**src/hdl/t1xf_pkg.sv**
```systemverilog
package t1xf_pkg;
  // Register word indices; byte address is four times the index
  localparam logic [7:0]  T1XF_IDX_BASIC_CFG   = 8'h44;
  localparam logic [7:0]  T1XF_IDX_ALARM_CTRL  = 8'h45;
  localparam logic [7:0]  T1XF_IDX_INBAND_CTRL = 8'h46;
  localparam logic [7:0]  T1XF_IDX_INBAND_PAT  = 8'h47;
  localparam logic [7:0]  T1XF_IDX_STATUS      = 8'h48;
  // Field positions
  localparam int          T1XF_CFG_TRUNK_BIT   = 7;
  localparam int          T1XF_CFG_ESF_BIT     = 4;
  localparam int          T1XF_ALM_YEL_BIT     = 1;
  localparam int          T1XF_IBC_EN_BIT      = 7;
  localparam int          T1XF_IBC_UF_BIT      = 6;
  localparam logic [7:0]  T1XF_ALM_MASK        = 8'h03;
  localparam logic [7:0]  T1XF_IBC_MASK        = 8'hc3;
  // Reset values
  localparam logic [7:0]  T1XF_RST_CFG         = 8'h00;
  localparam logic [7:0]  T1XF_RST_ALM         = 8'h00;
  localparam logic [7:0]  T1XF_RST_IBC         = 8'h00;
  // Frame geometry
  localparam logic [7:0]  T1XF_FRAME_BITS      = 8'hc1;
  localparam logic [4:0]  T1XF_SF_FRAMES       = 5'h0c;
  localparam logic [4:0]  T1XF_ESF_FRAMES      = 5'h18;
  localparam logic [11:0] T1XF_SF_FBITS        = 12'h8dc;
  localparam logic [5:0]  T1XF_ESF_FAS         = 6'h0b;
  localparam logic [5:0]  T1XF_CRC_POLY        = 6'h03;
  localparam logic [16:0] T1XF_YEL_BOC         = 17'h1ff00;
  localparam logic [4:0]  T1XF_YEL_BOC_LEN     = 5'h11;
  // Zero code suppression codes, and the shortest inband code length
  localparam logic [1:0]  T1XF_ZCS_NONE        = 2'h0;
  localparam logic [1:0]  T1XF_ZCS_BIT8        = 2'h1;
  localparam logic [1:0]  T1XF_ZCS_BIT7        = 2'h3;
  localparam logic [2:0]  T1XF_CODE_LEN_MIN    = 3'h5;

  typedef struct packed {
    logic [7:0] payload;
    logic [7:0] idle_code;
    logic       channel_idle_enable;
    logic       channel_signaling_condition;
    logic       signaling_control_upper;
    logic       signaling_bit;
    logic [1:0] zero_suppress_select;
  } t1xf_chan_t;
endpackage

```
**src/hdl/t1xf_framer.sv**
```systemverilog
// The Avalon-MM register port was left to the implementer.
`timescale 1ns/10ps
`default_nettype none
module t1xf_framer
  import t1xf_pkg::*;
#(
  parameter int ADDR_W = 12
) (
  input  wire  logic              clk,
  input  wire  logic              reset_n,
  input  wire  logic [ADDR_W-1:0] avs_address,
  input  wire  logic              avs_read,
  input  wire  logic              avs_write,
  input  wire  logic [3:0]        avs_byteenable,
  input  wire  logic [31:0]       avs_writedata,
  output logic [31:0]             avs_readdata,
  output logic                    avs_waitrequest,
  input  wire  logic              line_tick,
  input  wire  logic              fractional_mode,
  input  wire  t1xf_chan_t        chan_ctrl,
  output logic [4:0]              chan_index_q,
  output logic                    line_bit_q,
  output logic                    line_valid_q,
  output logic                    egress_channel_clock_q
);

  if (ADDR_W < 10) begin : g_addr_check
    $error("ADDR_W too small to reach the register map");
  end

  ////////////////////////////////////////////////////////////////////////////
  // Register bus: one wait cycle, then answer
  logic [7:0] basic_cfg_q;
  logic [7:0] alarm_ctrl_q;
  logic [7:0] inband_ctrl_q;
  logic [7:0] inband_pat_q;
  logic [7:0] frame_q;
  logic       bus_hit;
  logic [7:0] bus_idx;
  logic [7:0] status_byte;

  assign bus_hit = (avs_read | avs_write) & avs_waitrequest;
  assign bus_idx = (avs_address[1:0] == 2'h0) ? avs_address[9:2] : 8'hff;

  always_ff @(posedge clk) begin
    if (!reset_n) begin
      avs_waitrequest <= 1'b1;
    end else begin
      avs_waitrequest <= !bus_hit;
    end
  end

  always_ff @(posedge clk) begin
    if (!reset_n) begin
      basic_cfg_q   <= T1XF_RST_CFG;
      alarm_ctrl_q  <= T1XF_RST_ALM;
      inband_ctrl_q <= T1XF_RST_IBC;
    end else if (bus_hit && avs_write && avs_byteenable[0]) begin
      case (bus_idx)
        T1XF_IDX_BASIC_CFG:   basic_cfg_q   <= avs_writedata[7:0];
        T1XF_IDX_ALARM_CTRL:  alarm_ctrl_q  <= avs_writedata[7:0] & T1XF_ALM_MASK;
        T1XF_IDX_INBAND_CTRL: inband_ctrl_q <= avs_writedata[7:0] & T1XF_IBC_MASK;
        default: ;
      endcase
    end
  end

  // No reset: the pattern survives a device reset
  always_ff @(posedge clk) begin
    if (bus_hit && avs_write && avs_byteenable[0] && bus_idx == T1XF_IDX_INBAND_PAT) begin
      inband_pat_q <= avs_writedata[7:0];
    end
  end

  assign status_byte = {inband_ctrl_q[T1XF_IBC_EN_BIT], 2'h0, frame_q[4:0]};

  always_ff @(posedge clk) begin
    if (!reset_n) begin
      avs_readdata <= 32'h0000_0000;
    end else if (bus_hit && avs_read) begin
      case (bus_idx)
        T1XF_IDX_BASIC_CFG:   avs_readdata <= {24'h00_0000, basic_cfg_q};
        T1XF_IDX_ALARM_CTRL:  avs_readdata <= {24'h00_0000, alarm_ctrl_q};
        T1XF_IDX_INBAND_CTRL: avs_readdata <= {24'h00_0000, inband_ctrl_q};
        T1XF_IDX_INBAND_PAT:  avs_readdata <= {24'h00_0000, inband_pat_q};
        T1XF_IDX_STATUS:      avs_readdata <= {24'h00_0000, status_byte};
        default:              avs_readdata <= 32'h0000_0000;
      endcase
    end
  end

  ////////////////////////////////////////////////////////////////////////////
  // Frame position
  logic       trunk;
  logic       esf;
  logic       yellow;
  logic       ib_en;
  logic       ib_uf;
  logic [7:0] bit_pos_q;
  logic [4:0] sf_frames;
  logic       fbit_slot;
  logic       chan_start;
  logic       sig_frame;

  assign trunk      = basic_cfg_q[T1XF_CFG_TRUNK_BIT];
  assign esf        = basic_cfg_q[T1XF_CFG_ESF_BIT];
  assign yellow     = alarm_ctrl_q[T1XF_ALM_YEL_BIT];
  assign ib_en      = inband_ctrl_q[T1XF_IBC_EN_BIT];
  assign ib_uf      = inband_ctrl_q[T1XF_IBC_UF_BIT];
  assign sf_frames  = esf ? T1XF_ESF_FRAMES : T1XF_SF_FRAMES;
  assign fbit_slot  = (bit_pos_q == 8'h00);
  assign chan_start = !fbit_slot && (bit_pos_q[2:0] == 3'h1);
  assign sig_frame  = (frame_q[4:0] % 5'h06) == 5'h05;

  always_ff @(posedge clk) begin
    if (!reset_n) begin
      bit_pos_q <= 8'h00;
      frame_q   <= 8'h00;
    end else if (line_tick) begin
      if (bit_pos_q == T1XF_FRAME_BITS - 8'h01) begin
        bit_pos_q <= 8'h00;
        frame_q   <= (frame_q[4:0] >= sf_frames - 5'h01) ? 8'h00 : frame_q + 8'h01;
      end else begin
        bit_pos_q <= bit_pos_q + 8'h01;
      end
    end
  end

  always_ff @(posedge clk) begin
    if (!reset_n) begin
      chan_index_q <= 5'h00;
    end else begin
      chan_index_q <= fbit_slot ? 5'h00 : 5'((bit_pos_q - 8'h01) >> 3);
    end
  end

  ////////////////////////////////////////////////////////////////////////////
  // Channel byte shaping
  logic [7:0] after_idle;
  logic [7:0] after_sig;
  logic [7:0] after_yel;
  logic [1:0] zcs_eff;
  logic       do_idle;
  logic       do_sig;
  logic [7:0] shaped;

  assign do_idle    = trunk | chan_ctrl.channel_idle_enable;
  assign do_sig     = (trunk | chan_ctrl.channel_signaling_condition)
                      & chan_ctrl.signaling_control_upper & sig_frame;
  assign after_idle = do_idle ? chan_ctrl.idle_code : chan_ctrl.payload;
  assign after_sig  = {after_idle[7:1], do_sig ? chan_ctrl.signaling_bit : after_idle[0]};
  assign after_yel  = (yellow && !esf) ? (after_sig & 8'hbf) : after_sig;
  assign zcs_eff    = basic_cfg_q[1:0] | chan_ctrl.zero_suppress_select;

  always_comb begin
    shaped = after_yel;
    if (after_yel == 8'h00) begin
      case (zcs_eff)
        T1XF_ZCS_BIT7: shaped = 8'h02;
        T1XF_ZCS_BIT8: shaped = sig_frame ? 8'h02 : 8'h01;
        default:       shaped = after_yel;
      endcase
    end
  end

  ////////////////////////////////////////////////////////////////////////////
  // Inband code generator
  logic [2:0] ib_idx_q;
  logic [2:0] ib_last;
  logic       ib_bit;
  logic       ib_use;

  assign ib_last = T1XF_CODE_LEN_MIN + {1'b0, inband_ctrl_q[1:0]} - 3'h1;
  assign ib_bit  = inband_pat_q[3'h7 - ib_idx_q];
  // Framing slots only draw code bits when unframed, so framed mode holds the code over the framing bit
  assign ib_use  = line_tick && ib_en && (!fbit_slot || ib_uf);

  always_ff @(posedge clk) begin
    if (!reset_n) begin
      ib_idx_q <= 3'h0;
    end else if (!ib_en) begin
      ib_idx_q <= 3'h0;
    end else if (ib_use) begin
      ib_idx_q <= (ib_idx_q >= ib_last) ? 3'h0 : ib_idx_q + 3'h1;
    end
  end

  ////////////////////////////////////////////////////////////////////////////
  // Framing bits, CRC-6 and data link
  logic [5:0] crc_q;
  logic [5:0] crc_hold_q;
  logic [4:0] yel_idx_q;
  logic       fbit;
  logic       fdl_bit;
  logic       out_bit;
  logic [7:0] shift_q;
  logic       crc_in;
  logic [2:0] esf_sub;

  assign esf_sub = 3'(frame_q[4:2]);
  assign fdl_bit = yellow ? T1XF_YEL_BOC[5'h10 - yel_idx_q] : 1'b1;

  always_comb begin
    if (!esf) begin
      fbit = T1XF_SF_FBITS[4'hb - frame_q[3:0]];
    end else begin
      case (frame_q[1:0])
        2'h1:    fbit = crc_hold_q[3'h5 - esf_sub];
        2'h3:    fbit = T1XF_ESF_FAS[3'h5 - esf_sub];
        default: fbit = fdl_bit;
      endcase
    end
  end

  always_ff @(posedge clk) begin
    if (!reset_n) begin
      yel_idx_q <= 5'h00;
    end else if (!yellow) begin
      yel_idx_q <= 5'h00;
    end else if (line_tick && fbit_slot && esf && !frame_q[0] && !ib_uf) begin
      yel_idx_q <= (yel_idx_q == T1XF_YEL_BOC_LEN - 5'h01) ? 5'h00 : yel_idx_q + 5'h01;
    end
  end

  always_comb begin
    if (fbit_slot) begin
      if (ib_uf) begin
        out_bit = ib_en ? ib_bit : 1'b1;
      end else begin
        out_bit = fbit;
      end
    end else if (ib_en) begin
      out_bit = ib_bit;
    end else begin
      out_bit = chan_start ? shaped[7] : shift_q[7];
    end
  end

  // CRC covers the emitted stream with framing positions taken as one
  assign crc_in = fbit_slot ? 1'b1 : out_bit;

  always_ff @(posedge clk) begin
    if (!reset_n) begin
      crc_q      <= 6'h00;
      crc_hold_q <= 6'h00;
    end else if (line_tick) begin
      if (bit_pos_q == T1XF_FRAME_BITS - 8'h01 && frame_q[4:0] == sf_frames - 5'h01) begin
        crc_hold_q <= {crc_q[4:0], 1'b0} ^ ((crc_q[5] ^ crc_in) ? T1XF_CRC_POLY : 6'h00);
        crc_q      <= 6'h00;
      end else begin
        crc_q <= {crc_q[4:0], 1'b0} ^ ((crc_q[5] ^ crc_in) ? T1XF_CRC_POLY : 6'h00);
      end
    end
  end

  always_ff @(posedge clk) begin
    if (!reset_n) begin
      shift_q <= 8'h00;
    end else if (line_tick && !fbit_slot) begin
      shift_q <= chan_start ? {shaped[6:0], 1'b0} : {shift_q[6:0], 1'b0};
    end
  end

  ////////////////////////////////////////////////////////////////////////////
  // Line outputs
  logic idle_seen_q;

  always_ff @(posedge clk) begin
    if (!reset_n) begin
      idle_seen_q <= 1'b0;
    end else if (line_tick && chan_start) begin
      idle_seen_q <= chan_ctrl.channel_idle_enable;
    end
  end

  always_ff @(posedge clk) begin
    if (!reset_n) begin
      line_bit_q             <= 1'b1;
      line_valid_q           <= 1'b0;
      egress_channel_clock_q <= 1'b0;
    end else begin
      line_bit_q   <= line_tick ? out_bit : line_bit_q;
      line_valid_q <= line_tick;
      // Gapping follows the per-channel idle bit only, never the trunk bit
      egress_channel_clock_q <= line_tick && !fbit_slot && !(fractional_mode &&
        (chan_start ? chan_ctrl.channel_idle_enable : idle_seen_q));
    end
  end
endmodule
`default_nettype wire

```
**config.mk**
```make
export PLATFORM = sky130hd
export DESIGN_NAME = t1xf_framer
export DESIGN_NICKNAME = d
export VERILOG_FILES = /design/src/hdl/t1xf_pkg.sv /design/src/hdl/t1xf_framer.sv
export SDC_FILE = /design/constraint.sdc
export NUM_CORES = 1
export LEC_CHECK = 0
export ABC_AREA = 1
export BUFFER_PORTS_ARGS = -buffer_cell sky130_fd_sc_hd__buf_2
export CAP_MARGIN = 5
export CORE_MARGIN = 2
export CORE_UTILIZATION = 50
export DETAILED_ROUTE_END_ITERATION = 16
export PLACE_DENSITY = 0.8
export SLEW_MARGIN = 15
export SYNTH_ARGS = -nofsm -noshare
export SYNTH_HDL_FRONTEND = slang
export SYNTH_SLANG_ARGS = --single-unit
```
**constraint.sdc**
```tcl
create_clock -name clk -period 4.8 [get_ports clk]
set_input_delay 0.24 -clock clk [delete_from_list [all_inputs] [get_ports clk]]
set_output_delay 0.24 -clock clk [all_outputs]
set_load 0.01 [all_outputs]
```
Word-level counts from Yosys, hierarchy flattened. Memory sizes are Yosys's and may differ from the RTL's. Cells that the tools add are included.

Register bits after elaboration: 108. Bits in latches: 0. RAM bits: 0. ROM bits: 56. Input port bits: 76. Output and inout port bits: 41. Logic and storage cells: 132. Memories: 3.

Memories: (no name shown) (words 32, width 1, rd ports 1, clocked after Yosys merged registers in 0, wr ports 0, RTL line t1xf_framer.sv:201) `assign fdl_bit = yellow ? T1XF_YEL_BOC[5'h10 - yel_idx_q] : 1'b1;`; (no name shown) (words 16, width 1, rd ports 1, clocked after Yosys merged registers in 0, wr ports 0, RTL line t1xf_framer.sv:205) `fbit = T1XF_SF_FBITS[4'hb - frame_q[3:0]];`; (no name shown) (words 8, width 1, rd ports 1, clocked after Yosys merged registers in 0, wr ports 0, RTL line t1xf_framer.sv:209) `2'h3: fbit = T1XF_ESF_FAS[3'h5 - esf_sub];`.

Add/subtract/negate cells: 12. Multiply operators: 0. Div/mod/pow operators: 1. Magnitude comparators: 6. Eq/ne operators: 14. Shift operators: 0. Mux-type cells: 33. Bitwise logic cells: 10. Reduce and logical (&&, ||, !) cells: 35.

Operators by type and width (count): $mux 8 (6); $eq 8x7->1 const B (5); $pmux 8 s5 (1); $logic_and 1x1->1 (17); $add 8x1->8 const B (2); $logic_not 8->1 (2); $pmux 8 s2 (1); $mux 1 (15); $reduce_and 2->1 (7); $mux 5 (2); $eq 8x8->1 const B (1); $lt 3x4->1 const B (2); $sub 8x1->8 const B (1); $mux 7 (1); $bmux 1 s3 (2); $logic_not 1->1 (6); $lt 5x6->1 const B (1); $mux 6 (1); $sub 3x3->3 const A (2); $xor 6x2->6 (1); $add 5x1->5 const B (1); $eq 5x3->1 const B (1); $eq 5x5->1 (1); $eq 5x5->1 const B (1); 24 further kinds (31).

Depth between registers and ports, before layout.
Depth in word-level cells: 15. Depth in mapped cells: 28. Gate-level depth less buffers: 27.

Worst setup path after synthesis. No wires, ideal clock.

Kind: reg2reg. Start: reg frame_q[2]. End: reg shift_q[2]. Setup time: 0.131 ns. Arrival time: 2.970 ns. Data required time: 4.669 ns. Setup slack: 1.699 ns. Cell stages (with the launch flop): 25. Clock period less this slack: 3.101 ns. Cell sequence: dfxtp_1 buf_2 clkinv_1 ha_1 o21ai_0 nand2_1 nand2_1 and2_4 ha_1 nand3_1 nand2_1 inv_1 ha_1 nand2_1 nand3b_1 nand2_2 nand2_2 nor2_4 nand3_1 nand2_1 nand2_1 nand2_1 nand2_1 nand2_1 a21oi_2.

Cells in the longest elaborated chain, start to end: 8. Elaborated cells on any way between the ends: 10. Those cells by class: div: 1; eq/ne: 1; mux: 6; bitwise: 1; reduce/logical: 1.

RTL lines: from (decl) (RTL line t1xf_framer.sv:37) `logic [7:0] frame_q;`; from (signal assigned) (RTL line t1xf_framer.sv:122) `frame_q <= (frame_q[4:0] >= sf_frames - 5'h01) ? 8'h00 : frame_q + 8'h01;`; $mod 5x3->5 (*) (RTL line t1xf_framer.sv:113) `assign sig_frame = (frame_q[4:0] % 5'h06) == 5'h05;`; $eq 5x3->1 (*) (RTL line t1xf_framer.sv:113); $and 1x1->1 (RTL line t1xf_framer.sv:149) `& chan_ctrl.signaling_control_upper & sig_frame;`; $mux 1 (RTL line t1xf_framer.sv:151) `assign after_sig = {after_idle[7:1], do_sig ? chan_ctrl.signaling_bit : after_idle[0]};`; $mux 7 (RTL line t1xf_framer.sv:152) `assign after_yel = (yellow && !esf) ? (after_sig & 8'hbf) : after_sig;`; $logic_not 8->1 (RTL line t1xf_framer.sv:157) `if (after_yel == 8'h00) begin`; $mux 8 (*) (RTL line t1xf_framer.sv:157); $mux 8 (*) (RTL line t1xf_framer.sv:260) `shift_q <= chan_start ? {shaped[6:0], 1'b0} : {shift_q[6:0], 1'b0};`; to (signal assigned) (RTL line t1xf_framer.sv:260); to (decl) (RTL line t1xf_framer.sv:196) `logic [7:0] shift_q;`.

Every way passes the cells marked *; elsewhere a longest branch is shown, timed or not. A chain may end at the register's enable or synchronous reset.

Worst setup path after layout. Ends and elaborated chain as after synthesis.

==> impl_summary.log <==
INFO  metric result_of_the_run = completed
INFO  metric layout.nets = around 780
INFO  metric cp.arrival = 3990 ps
INFO  metric worst_clock_skew = 16.2 ps
INFO  metric yosys_warnings = 0
INFO  metric dp.final_hpwl = 8110 um
INFO  metric num_antenna_cells = 0
INFO  metric number_of_enable_type_register_cells_in_the_synthesized_netlist = 8
INFO  metric detail_route.drc_violations = 0
INFO  metric cts_tree = done
INFO  metric yosysMostFrequentCell = sky130_fd_sc_hd__nand2_1
INFO  metric drt_first_iter_violations = around 250
INFO  metric port_buffers = 63
INFO  metric via_count_of_the_first_global_routing_pass = about 3.8k
INFO  metric cts.hold.buffers_added = 0
INFO  metric area_enclosed_by_the_die_boundary = 0.00991 mm^2
INFO  metric finalSetupViolations = 0
INFO  metric io_pins = 117
INFO  metric area.growth.synth_to_final = 11.5%
INFO  metric synth.cell_area = roughly 0.0046 mm^2
INFO  metric die_w = 99.6 um
INFO  metric syn_inst = 617
INFO  metric row_count = 34
INFO  metric worst_hold_path.endpoint = inband_pat_q[2]
INFO  metric final_layout_size_suffix_gt1_share = 16.4%
INFO  metric crit_path_max_fanout = 10
INFO  metric grt_remaining_overflow = 0
INFO  metric initial_util = 51.9%
INFO  metric global_route.usage.total = 21.5%
INFO  metric ys_top_cells_by_count = sky130_fd_sc_hd__nand2_1 (109), sky130_fd_sc_hd__inv_1 (89), sky130_fd_sc_hd__dfxtp_1 (72), sky130_fd_sc_hd__a21oi_1 (58)
INFO  metric hold_viol_final = 0
INFO  metric synth_cell_type_count = 50
INFO  metric synth.top_cells.by_area = sky130_fd_sc_hd__dfxtp_1 (32%), sky130_fd_sc_hd__nand2_1 (9.0%), sky130_fd_sc_hd__inv_1 (7.3%)
INFO  metric fmax = 0.265 GHz
INFO  metric routedWlPerCell = 13.2 um
INFO  metric reg2reg_setup_slack = 1020 ps
INFO  metric wirelength = 10400 um
INFO  metric finalNonFillerCells = between 700 and 800
INFO  metric die_height = 99.6 um
INFO  metric cts_max_level = 3
INFO  metric rr_startpoint = frame_q[2]
INFO  metric detailedRoute.firstPassIterationCount = 4
INFO  metric final_core_utilization = 57.8%
INFO  metric vdd_ir_max = 0.129 mV
INFO  metric r2r_end = shift_q[2]
INFO  metric clockBufferDepth = 2
INFO  metric holdPathStages = 1
INFO  metric dominant_cell_type_by_count_on_the_critical_path = sky130_fd_sc_hd__nand2_1
INFO  metric synth-async-reset-ratio = 0%
INFO  metric clock-sinks = 80
INFO  metric grt_setup_unrepaired = false
INFO  metric root_buffer = sky130_fd_sc_hd__clkbuf_8
INFO  metric final_worst_path_period_share = 78.7%
INFO  metric power_density = 269 mW/mm^2
INFO  metric synth_top_area_share = 31.6%
INFO  metric startpoint_type = flip-flop
INFO  metric period_needed = 3780 ps
INFO  metric slew_violations = 0
INFO  metric cts_made_buffers = 9
INFO  metric syn_area_per_cell = 7.40 um^2
INFO  metric crit_path_buffers_inverters = 3
INFO  metric ctsResizeCount = 0
INFO  metric drv_cap = 0
INFO  metric first_pass_grt_wire_length = between 15000 and 20000 um
INFO  metric slowest_stage = sky130_fd_sc_hd__dfxtp_1
INFO  metric yosys.area.top_type = sky130_fd_sc_hd__dfxtp_1
INFO  metric path_clk_slew = 90 ps
INFO  metric grt_start_max_net_pins = 36
INFO  metric vias = 4248
INFO  metric critPathCaptureType = flip-flop
INFO  metric synth_ff_type = sky130_fd_sc_hd__dfxtp_1
INFO  metric fin_worst_hold_slack = 57.4 ps
INFO  metric critPathKind = flip-flop to flip-flop
INFO  metric antenna_violations_before_repair = 0
INFO  metric area_inside_the_core_boundary = 0.00881 mm^2
INFO  metric critPathTopFamily = simple AND/OR/NAND/NOR gates
INFO  metric timing.hold.worst.start = avs_writedata[2]
INFO  metric cts_post_setup_buffers_inserted = 0
INFO  metric via_per_inst = 5.36
INFO  metric slew_headroom = 41.3%
INFO  metric worst_pin_slew = 880 ps
INFO  metric min_path_type = input pin to flip-flop
INFO  metric cp_data_required_time = 5020 ps
INFO  metric final.setup.tns = 0 ps
INFO  metric p_leak = 2.18 nW
INFO  metric drt.antenna.violating_nets = 0
INFO  metric critical-path-max-stage-delay = roughly 620 ps
INFO  metric routabilityCongestion = 0.917
INFO  metric synth-seq-area-share = a little under two fifths
INFO  metric place.detailed.instances = 776
INFO  metric yosys_register_bits = 80
INFO  metric r2r.worst_path.cells = 25
INFO  metric insertion_delay = roughly 360 ps
==> stage by stage <==
stage / cell area [um^2] / power, mW / setup slack [ps]
finish: 5090 / 1.37 / 1020
global route: 5090 / 1.42 / 653
CTS: 5090 / 1.37 / 1050
detailed placement: 4880 / 0.850 / 1050
global placement: 4880 / 0.846 / 1180
floorplan: 4650 / 0.817 / 1700
==> power breakdown <==
group	switching, mW	total [mW]	internal, mW
Combinational	0.0879	0.135	0.0475
Clock	0.260	0.535	0.276
Sequential	0.00864	0.699	0.691
==> cell type report <==
cell class	instances	area, um^2
fill	817	3710
tap	108	135
multi-input combinational	430	2390
inverter	95	357
timing repair buffer	63	315
clock buffer	11	153
clock inverter	5	62.6
sequential	80	1680
==> worst max path at each step <==
| stage | startpoint | to | cells after the start |
|---|---|---|---|
| floorplan | frame_q[2] | shift_q[2] | 24 |
| global placement | frame_q[2] | shift_q[2] | 25 |
| detailed placement | frame_q[2] | shift_q[2] | 25 |
| CTS | frame_q[2] | shift_q[2] | 25 |
| global route | frame_q[2] | shift_q[2] | 25 |
| finish | frame_q[2] | shift_q[2] | 25 |
==> metal layers <==
layer	track usage, %	up-vias	share of wire [%]
met5	0	-	0
met4	8.01	0	1.9
met3	3.02	21	5.3
met2	36.0	135	49
met1	28.3	1963	44
li1	-	2129	-
==> state kept, by name (all words and copies together) (netlist names), 6 cells and up <==
signal / count
avs_readdata: 8
basic_cfg_q: 8
bit_pos_q: 8
inband_pat_q: 8
shift_q: 7
crc_hold_q: 6
crc_q: 6
==> worst reg2reg max path: stages, from the launching register on <==
cell and delay, ps:
sky130_fd_sc_hd__dfxtp_1 620, sky130_fd_sc_hd__clkinv_1 420, sky130_fd_sc_hd__ha_1 370, sky130_fd_sc_hd__o21ai_0 170
sky130_fd_sc_hd__nand2_1 70, sky130_fd_sc_hd__nand2_1 50, sky130_fd_sc_hd__and2_4 160, sky130_fd_sc_hd__ha_1 290
sky130_fd_sc_hd__nand3_1 170, sky130_fd_sc_hd__nand2_1 120, sky130_fd_sc_hd__inv_1 50, sky130_fd_sc_hd__ha_1 190
sky130_fd_sc_hd__inv_1 70, sky130_fd_sc_hd__nand3_2 80, sky130_fd_sc_hd__nor2_2 100, sky130_fd_sc_hd__nand2_2 80
sky130_fd_sc_hd__nand2_2 60, sky130_fd_sc_hd__nand2_2 60, sky130_fd_sc_hd__nor2_4 110, sky130_fd_sc_hd__nand3_1 70
sky130_fd_sc_hd__nand2_1 60, sky130_fd_sc_hd__nand2_1 60, sky130_fd_sc_hd__nand2_1 60, sky130_fd_sc_hd__nand2_1 40
sky130_fd_sc_hd__nand2_1 60, sky130_fd_sc_hd__a21oi_2 50
==> layout by cell type (no fill, tap or decap), types with 3 or more instances in the layout <==
| master | count |
|---|---|
| sky130_fd_sc_hd__nand2_1 | 109 |
| sky130_fd_sc_hd__inv_1 | 89 |
| sky130_fd_sc_hd__dfxtp_1 | 72 |
| sky130_fd_sc_hd__buf_2 | 63 |
| sky130_fd_sc_hd__a21oi_1 | 58 |
| sky130_fd_sc_hd__o21ai_0 | 42 |
| sky130_fd_sc_hd__nor2_1 | 42 |
| sky130_fd_sc_hd__nand3_1 | 25 |
| sky130_fd_sc_hd__conb_1 | 24 |
| sky130_fd_sc_hd__ha_1 | 21 |
| sky130_fd_sc_hd__nor3_1 | 11 |
| sky130_fd_sc_hd__nand2_2 | 9 |
| sky130_fd_sc_hd__clkbuf_8 | 9 |
| sky130_fd_sc_hd__nand4_1 | 8 |
| sky130_fd_sc_hd__edfxtp_1 | 8 |
| sky130_fd_sc_hd__mux2i_1 | 7 |
| sky130_fd_sc_hd__o22ai_1 | 6 |
| sky130_fd_sc_hd__xor2_1 | 6 |
| sky130_fd_sc_hd__a31oi_1 | 5 |
| sky130_fd_sc_hd__a211oi_1 | 5 |
| sky130_fd_sc_hd__inv_2 | 4 |
| sky130_fd_sc_hd__nor4_1 | 4 |
| sky130_fd_sc_hd__o211ai_1 | 4 |
| sky130_fd_sc_hd__nand3_2 | 3 |
| sky130_fd_sc_hd__nor2_4 | 3 |
| sky130_fd_sc_hd__nor3b_1 | 3 |
| sky130_fd_sc_hd__a22oi_1 | 3 |
| sky130_fd_sc_hd__o221ai_1 | 3 |
| sky130_fd_sc_hd__or2_2 | 3 |
| sky130_fd_sc_hd__a32oi_1 | 3 |
==> cell families after synthesis <==
family	count (synthesis)	synth area share, %
other	1	0.0821
muxes	7	1.53
DFF	80	36.8
adders and majority gates	21	5.75
and+or+nand+nor	231	24.2
xor gates and xnor gates	7	1.34
buffers and inverters	130	12.8
AOI/OAI and AO/OA	140	17.5
Power figures use the tool's default switching activity.
